==> config.mk <==
export PLATFORM = sky130hd
export DESIGN_NAME = mbg_guard
export DESIGN_NICKNAME = d
export VERILOG_FILES = /design/src/rtl/mbg_pkg.sv /design/src/rtl/mbg_seg_mem.sv /design/src/rtl/mbg_guard.sv
export SDC_FILE = /design/constraint.sdc
export NUM_CORES = 1
export LEC_CHECK = 0
export ABC_CLOCK_PERIOD_IN_PS = 4200
export BUFFER_PORTS_ARGS = -buffer_cell sky130_fd_sc_hd__buf_2
export CAP_MARGIN = 15
export CORE_MARGIN = 4
export CORE_UTILIZATION = 40
export CTS_CLUSTER_DIAMETER = 40
export DETAILED_ROUTE_END_ITERATION = 8
export SYNTH_ARGS = -nofsm -noshare
export SYNTH_HDL_FRONTEND = slang
export SYNTH_SLANG_ARGS = --single-unit
==> constraint.sdc <==
create_clock -name clk_sys_in -period 4.2 [get_ports clk_sys_in]
set_input_delay 0.63 -clock clk_sys_in [delete_from_list [all_inputs] [get_ports clk_sys_in]]
set_output_delay 0.63 -clock clk_sys_in [all_outputs]
set_load 0.005 [all_outputs]
==> src/rtl/mbg_pkg.sv <==
// Operation
// - firmware-mode partition bounds are constants; nothing can change them
// - after reset every segment is disabled until software configures it
// - reset loads restrictive defaults; boot code completes the setup
// - segment table base pointer writes succeed only in system mode
// - memory management unit registers reachable only in system mode
// - hardware-unit registers reachable in system mode
// - user mode reaches only cpu-core registers by default
// - user mode reaches hardware-unit registers only when explicitly granted
// - only grant bits and segment attr bits are writable; other access attributes are hard-wired
// - every register has defined reset content and reset permission
// - nonvolatile read-margin control adjusts read conditions against ageing
package mbg_pkg;

  // ----------------------------------------------------------------
  // address map
  // ----------------------------------------------------------------
  localparam logic [15:0] MBG_FW_LO       = 16'hf000;
  localparam logic [15:0] MBG_FW_HI       = 16'hffff;
  localparam int          MBG_SEG_N       = 8;
  localparam logic [7:0]  MBG_SFR_CORE_HI = 8'h3f;
  localparam logic [7:0]  MBG_SFR_HWU_LO  = 8'h40;
  localparam logic [7:0]  MBG_SFR_HWU_HI  = 8'h7f;
  localparam logic [7:0]  MBG_SFR_MMU_LO  = 8'h80;
  localparam logic [7:0]  MBG_SFR_TBASE   = 8'h80;
  localparam logic [7:0]  MBG_SFR_SEGBASE = 8'h90;
  localparam logic [7:0]  MBG_SFR_SEGEND  = 8'h98;
  localparam logic [7:0]  MBG_SFR_SEGATTR = 8'ha0;
  localparam logic [7:0]  MBG_SFR_UGRANT  = 8'ha8;
  localparam logic [7:0]  MBG_SFR_FGRANT  = 8'ha9;
  localparam logic [7:0]  MBG_SFR_NVMRGN  = 8'haa;

  // ----------------------------------------------------------------
  // reset values
  // ----------------------------------------------------------------
  localparam logic [15:0] MBG_TBASE_RST   = 16'h0000;
  localparam logic [15:0] MBG_SEGB_RST    = 16'hffff;
  localparam logic [15:0] MBG_SEGE_RST    = 16'h0000;
  localparam logic [2:0]  MBG_ATTR_RST    = 3'h0;
  localparam logic [7:0]  MBG_GRANT_RST   = 8'h00;
  localparam logic [3:0]  MBG_NVM_RST     = 4'h8;

  typedef enum logic [1:0] {MBG_SYS, MBG_USR, MBG_FW, MBG_BAD} mbg_mode_t;

  typedef struct packed {
    logic        valid;
    logic        we;
    logic        fetch;
    logic [15:0] addr;
    logic [15:0] wdata;
  } mbg_req_t;

  typedef struct packed {
    logic [2:0]  attr; // bit0 read, bit1 write, bit2 execute
    logic [15:0] lo;
    logic [15:0] hi;
  } mbg_seg_t;

endpackage

==> src/rtl/mbg_seg_mem.sv <==
`timescale 1ns/1ps
module mbg_seg_mem (
  // clock and reset
  input  wire logic             clk_sys_in,
  input  wire logic             rst_in,
  // write port
  input  wire logic             we_in,
  input  wire logic [2:0]       widx_in,
  input  wire mbg_pkg::mbg_seg_t wdata_in,
  // registered table
  output mbg_pkg::mbg_seg_t     seg_out [mbg_pkg::MBG_SEG_N]
);
  genvar g;
  generate
    for (g = 0; g < mbg_pkg::MBG_SEG_N; g++) begin : gen_seg
      always_ff @(posedge clk_sys_in) begin
        if (rst_in) begin
          seg_out[g] <= '{mbg_pkg::MBG_ATTR_RST, mbg_pkg::MBG_SEGB_RST, mbg_pkg::MBG_SEGE_RST};
        end else if (we_in && widx_in == 3'(g)) begin
          seg_out[g] <= wdata_in;
        end
      end
    end
  endgenerate
endmodule // mbg_seg_mem

==> src/rtl/mbg_guard.sv <==
`timescale 1ns/1ps
module mbg_guard (
  // clock and reset
  input  wire logic              clk_sys_in,
  input  wire logic              rst_in,
  // cpu side
  input  wire mbg_pkg::mbg_mode_t mode_in,
  input  wire mbg_pkg::mbg_req_t  mem_req_in,
  input  wire mbg_pkg::mbg_req_t  sfr_req_in,
  // memory side
  output mbg_pkg::mbg_req_t      mem_req_out,
  // special function register side
  output mbg_pkg::mbg_req_t      sfr_req_out,
  output logic [15:0]            sfr_rdata_out,
  // status
  output logic                   violation_out,
  output logic [3:0]             nvm_margin_out
);
  // ----------------------------------------------------------------
  // state
  // ----------------------------------------------------------------
  typedef struct packed {
    mbg_pkg::mbg_req_t mem;
    mbg_pkg::mbg_req_t sfr;
    logic [15:0]       rdata;
    logic              viol;
    logic [15:0]       tbase;
    logic [7:0]        ugrant;
    logic [7:0]        fgrant;
    logic [3:0]        nvm;
  } mbg_state_t;

  mbg_state_t        st;
  mbg_state_t        next_st;
  mbg_pkg::mbg_seg_t seg [mbg_pkg::MBG_SEG_N];
  mbg_pkg::mbg_seg_t seg_wdata;
  logic              seg_we;
  logic [2:0]        seg_idx;
  localparam int     MBG_NSEG = mbg_pkg::MBG_SEG_N;
  logic [MBG_NSEG-1:0] seg_hit;

  // ----------------------------------------------------------------
  // memory check
  // ----------------------------------------------------------------
  logic fw_area;
  logic mem_ok;
  assign fw_area = mem_req_in.addr >= mbg_pkg::MBG_FW_LO;

  genvar g;
  generate
    for (g = 0; g < MBG_NSEG; g++) begin : gen_hit
      assign seg_hit[g] = mem_req_in.addr >= seg[g].lo && mem_req_in.addr <= seg[g].hi
        && (mem_req_in.fetch ? seg[g].attr[2] : (mem_req_in.we ? seg[g].attr[1] : seg[g].attr[0]));
    end
  endgenerate

  always_comb begin
    // firmware region is exclusive to firmware mode; user mode needs a segment
    unique case (mode_in)
      mbg_pkg::MBG_FW:  mem_ok = fw_area;
      mbg_pkg::MBG_SYS: mem_ok = !fw_area;
      mbg_pkg::MBG_USR: mem_ok = !fw_area && |seg_hit;
      default:          mem_ok = 1'b0;
    endcase
  end

  // ----------------------------------------------------------------
  // register check
  // ----------------------------------------------------------------
  logic [7:0] sa;
  logic       is_core;
  logic       is_hwu;
  logic       is_mmu;
  logic       granted;
  logic       sfr_ok;
  logic       own;
  logic [7:0] gsel;
  assign sa      = sfr_req_in.addr[7:0];
  assign is_core = sa <= mbg_pkg::MBG_SFR_CORE_HI;
  assign is_hwu  = sa >= mbg_pkg::MBG_SFR_HWU_LO && sa <= mbg_pkg::MBG_SFR_HWU_HI;
  assign is_mmu  = sa >= mbg_pkg::MBG_SFR_MMU_LO;
  assign gsel    = (mode_in == mbg_pkg::MBG_FW) ? st.fgrant : st.ugrant;
  // one grant bit per block of eight hardware-unit registers
  assign granted = gsel[sa[5:3]];
  assign own     = is_mmu && sfr_req_in.addr[15:8] == 8'h00;

  always_comb begin
    unique case (mode_in)
      mbg_pkg::MBG_SYS: sfr_ok = 1'b1;
      mbg_pkg::MBG_USR,
      mbg_pkg::MBG_FW:  sfr_ok = is_core || (is_hwu && granted);
      default:          sfr_ok = 1'b0;
    endcase
  end

  // ----------------------------------------------------------------
  // next state
  // ----------------------------------------------------------------
  always_comb begin
    next_st           = st;
    next_st.mem       = mem_req_in;
    next_st.mem.valid = mem_req_in.valid && mem_ok;
    next_st.sfr       = sfr_req_in;
    next_st.sfr.valid = sfr_req_in.valid && sfr_ok && !own;
    next_st.viol      = (mem_req_in.valid && !mem_ok) || (sfr_req_in.valid && !sfr_ok);
    seg_we            = 1'b0;
    seg_idx           = sa[2:0];
    seg_wdata         = seg[sa[2:0]];
    if (sfr_req_in.valid && sfr_ok && own) begin
      if (sfr_req_in.we) begin
        // mmu registers only pass sfr_ok in system mode
        if (sa == mbg_pkg::MBG_SFR_TBASE) next_st.tbase = sfr_req_in.wdata;
        if (sa == mbg_pkg::MBG_SFR_UGRANT) next_st.ugrant = sfr_req_in.wdata[7:0];
        if (sa == mbg_pkg::MBG_SFR_FGRANT) next_st.fgrant = sfr_req_in.wdata[7:0];
        if (sa == mbg_pkg::MBG_SFR_NVMRGN) next_st.nvm = sfr_req_in.wdata[3:0];
        if (sa[7:3] == mbg_pkg::MBG_SFR_SEGBASE[7:3]) begin
          seg_we       = 1'b1;
          seg_wdata.lo = sfr_req_in.wdata;
        end
        if (sa[7:3] == mbg_pkg::MBG_SFR_SEGEND[7:3]) begin
          seg_we       = 1'b1;
          seg_wdata.hi = sfr_req_in.wdata;
        end
        if (sa[7:3] == mbg_pkg::MBG_SFR_SEGATTR[7:3]) begin
          seg_we         = 1'b1;
          seg_wdata.attr = sfr_req_in.wdata[2:0];
        end
      end else begin
        next_st.rdata = 16'h0000;
        if (sa == mbg_pkg::MBG_SFR_TBASE) next_st.rdata = st.tbase;
        if (sa == mbg_pkg::MBG_SFR_UGRANT) next_st.rdata = {8'h00, st.ugrant};
        if (sa == mbg_pkg::MBG_SFR_FGRANT) next_st.rdata = {8'h00, st.fgrant};
        if (sa == mbg_pkg::MBG_SFR_NVMRGN) next_st.rdata = {12'h000, st.nvm};
        if (sa[7:3] == mbg_pkg::MBG_SFR_SEGBASE[7:3]) next_st.rdata = seg[sa[2:0]].lo;
        if (sa[7:3] == mbg_pkg::MBG_SFR_SEGEND[7:3]) next_st.rdata = seg[sa[2:0]].hi;
        if (sa[7:3] == mbg_pkg::MBG_SFR_SEGATTR[7:3]) next_st.rdata = {13'h0000, seg[sa[2:0]].attr};
      end
    end
  end

  always_ff @(posedge clk_sys_in) begin
    if (rst_in) begin
      st        <= '0;
      st.tbase  <= mbg_pkg::MBG_TBASE_RST;
      st.ugrant <= mbg_pkg::MBG_GRANT_RST;
      st.fgrant <= mbg_pkg::MBG_GRANT_RST;
      st.nvm    <= mbg_pkg::MBG_NVM_RST;
    end else begin
      st <= next_st;
    end
  end

  mbg_seg_mem u_seg (
    .clk_sys_in (clk_sys_in),
    .rst_in     (rst_in),
    .we_in      (seg_we),
    .widx_in    (seg_idx),
    .wdata_in   (seg_wdata),
    .seg_out    (seg)
  );

  assign mem_req_out    = st.mem;
  assign sfr_req_out    = st.sfr;
  assign sfr_rdata_out  = st.rdata;
  assign violation_out  = st.viol;
  assign nvm_margin_out = st.nvm;
endmodule // mbg_guard

==> impl_metrics.yaml <==
run_status:
  status: "finished clean"
timing:
  fmax_ghz: 0.2584
  layout_setup_ws_ns: 0.3307
  setup_viol: 0
  drv_slew: 0
  worst_slew_pin_slew_ns: 1.153
  whs_ns: 0.2470
  maxSlewHeadroom_pct: 22.88
  hold_viol: 0
  skew_ns: 0.03289
  period_share_pct: 92.13
  rsz0062_at_grt: "no"
  tns_ns: 0
  layout_min_cycle_time_ns: 3.869
power:
  p_leak_uw: 0.01159
  irDropWorstVdd_mv: 0.3251
  power_density_mw_per_mm2: 388.2
clock_network:
  numCtsBuffers: 73
  cts_root_buf: "clkbuf_16"
  cts_resized: 0
  cts_setup_buffers: 0
  htree_levels: 3
  path_clk_slew_ns: 0.06
  cts_tree: "done"
  holdBufCountCts: 0
  clock_latency_ns: 0.60
  clock_sinks: 403
  clock_path_buffers: 3
floorplan:
  die_x_um: 250.8
  die_h_um: 250.8
  start_util_pct: 40.65
  dieArea_mm2: 0.06292
  num_rows: 88
  num_io_pins: 165
  core_mm2: 0.05803
synth:
  ys_top_cells_by_count: "nand2_1, a21oi_1, dfxtp_1"
  seq_area_frac_synth_pct: 34.20
  yosysWarningCount: 0
  synthAdderAreaFrac_pct: 13.79
  synth_mux_area_share_pct: 9.871
  yosys.cell_types.count: 70
  synth_top_area_share_pct: 34.20
  synth_top_family_by_area: "compound AO/OA/AOI/OAI gates"
  synth.area.top_cells: "dfxtp_1, ha_1, a21oi_1"
  syn_nets: 3120
  synth_compound_area_share_pct: 17.63
  synth-simple-area-share_pct: 14.87
  yosysTopAreaCell: "dfxtp_1"
  async_flop_share_pct: 0
  synth-seq-cells: 403
  synth-main-ff-cell: "dfxtp_1"
  yosysMostFrequentCell: "nand2_1"
  synth_xor_area_share_pct: 0
  syn_area_per_cell_um2: 8.467
  synth_area_mm2: 0.02359
  synth_cells: 2786
  synth_edf_count: 0
grt:
  antenna_found_initial: 4
  first_global_vias: 20993
  grt.total_usage_pct: 26.28
  grt_pass1_wl_um: 128500
  globalRouteOverflowTotal: 0
  grt_max_degree: 116
cells_and_area:
  drive_gt1_share_pct: 17.34
  fillers: 5509
  syn_to_final_growth_pct: 16.01
  nets: 3215
setup_path:
  worstSetupEndpointType: "flip-flop"
  cp.arrival_ns: 4.35
  crit_start: "mem_req_in[16]"
  reg2reg_depth: 10
  crit_end: "violation_out$_SDFF_PP0_"
  rrSetupSlack_ns: 0.65
  timing.rr.start: "u_seg.seg_out[91]$_SDFFE_PP1P_"
  crit_path_start_kind: "primary input"
  r2r-end: "violation_out$_SDFF_PP0_"
  crit_required_ns: 4.68
  crit_fanout: 12
  criticalPathCategory: "primary input to flip-flop"
route:
  dr.pass1.iters: 6
  drtIter0Drc: 1951
  vias: 21351
  routedWlPerCell_um: 22.98
  drc: 0
  vias_per_cell: 5.764
  drt_wl_total_um: 85120
  antenna_left: 0
placed_design:
  dp_slack_ns: -0.1709
  dp_hpwl_um: 60990
  gp_congestion: 0.9814
  numPortBuffers: 164
hold_path:
  hp-class: "primary input to flip-flop"
flow_run:
  max_cap_violations: 0
flip-flops by register name, summed over array words and instances, names as in the netlist:
register / flops
mem_req_out: 35
sfr_rdata_out: 16
nvm_margin_out: 4
sfr_req_out: 35
u_seg.seg_out: 280
st: 32
violation_out: 1
how the worst min path moves through the flow:
stage	cells past startpoint	slack, ns	from	endpoint
2_1_floorplan	2	0.43	st[20]$_SDFFE_PP0P_	st[20]$_SDFFE_PP0P_
3_3_place_gp	2	0.45	st[31]$_SDFFE_PP0P_	st[31]$_SDFFE_PP0P_
3_5_place_dp	2	0.45	st[34]$_SDFFE_PP0P_	st[34]$_SDFFE_PP0P_
4_1_cts	2	0.22	mem_req_in[1]	mem_req_out[1]$_SDFF_PP0_
5_1_grt	2	0.25	mem_req_in[5]	mem_req_out[5]$_SDFF_PP0_
6_report	2	0.25	mem_req_in[7]	mem_req_out[7]$_SDFF_PP0_
critical path: stages:
cell and delay (ns):
buf_2 0.10, inv_1 0.24, buf_4 0.31, ha_1 0.26, nand2b_1 0.18, a211oi_1 0.35
nor3_1 0.13, o41ai_1 0.66, a21oi_1 0.21, a211oi_1 0.67, a31oi_1 0.17, o41ai_1 0.43
per-stage QoR:
stage	cells	power, uW	util (%)	instance area [um2]
after CTS	3701	10690	47.15	27360
after global placement	3571	4638	42.84	24860
after floorplan	2786	4359	-	23590
final	3704	10620	47.16	27370
after global routing	3702	10940	47.15	27360
after detailed placement	3571	4655	42.84	24860
layer usage:
layer	vias to the layer above	GRT usage (%)	part of all wire, %
met5	-	0	0
met4	0	12.54	4.5
met3	206	5.690	8.9
met1	10288	34.48	42
li1	9835	-	-
met2	1022	41.37	45
cells by family (layout without fill, tap and decap cells):
logic type / after synthesis / count (layout)
compound gates: 726 / 726
fa+ha+maj: 260 / 260
buf+inv: 493 / 643
flops: 403 / 403
mux: 135 / 135
other cells: 0 / 3
simple gates: 769 / 769
final cells by class:
type	count	area, um2	share of cell area, %
multi-input cells	1890	13280	48.54
flip-flops and latches	403	8068	29.48
clock buffers	90	2023	7.393
repair buffers	252	1572	5.743
inverters	261	979.7	3.580
well taps	765	957.2	3.498
clock inverters	40	476.7	1.742
diodes	3	7.507	0.02743
report_power, final:
group	total, uW	leakage, uW	internal (uW)	switching, uW
combinational	716	0.00709	249	467
clock	6030	0.00123	3930	2110
sequential	3870	0.00327	3870	8.34
placed cells by master, fill, tap and decap left out, types with 9 or more instances in the layout:
| cell | synthesis | final |
|---|---|---|
| clkbuf_16 | 0 | 75 |
| nand3_1 | 52 | 52 |
| mux4_2 | 75 | 75 |
| inv_1 | 261 | 261 |
| nor2b_1 | 74 | 74 |
| dfxtp_1 | 403 | 403 |
| o21ai_1 | 16 | 16 |
| a21o_1 | 18 | 18 |
| ha_1 | 260 | 260 |
| mux2i_1 | 56 | 56 |
| o211ai_1 | 12 | 12 |
| o21ai_2 | 17 | 16 |
| a211oi_1 | 23 | 23 |
| nand2b_1 | 19 | 19 |
| a21oi_1 | 405 | 405 |
| clkbuf_8 | 0 | 9 |
| nor2_1 | 82 | 82 |
| a21oi_2 | 14 | 14 |
| buf_4 | 92 | 84 |
| nand2_1 | 433 | 433 |
| buf_2 | 50 | 161 |
| o21ai_0 | 149 | 149 |
| nand4_1 | 47 | 47 |
| clkinv_2 | 0 | 11 |
| nor3_1 | 10 | 10 |
No activity file was read; power rests on OpenSTA's default activity.
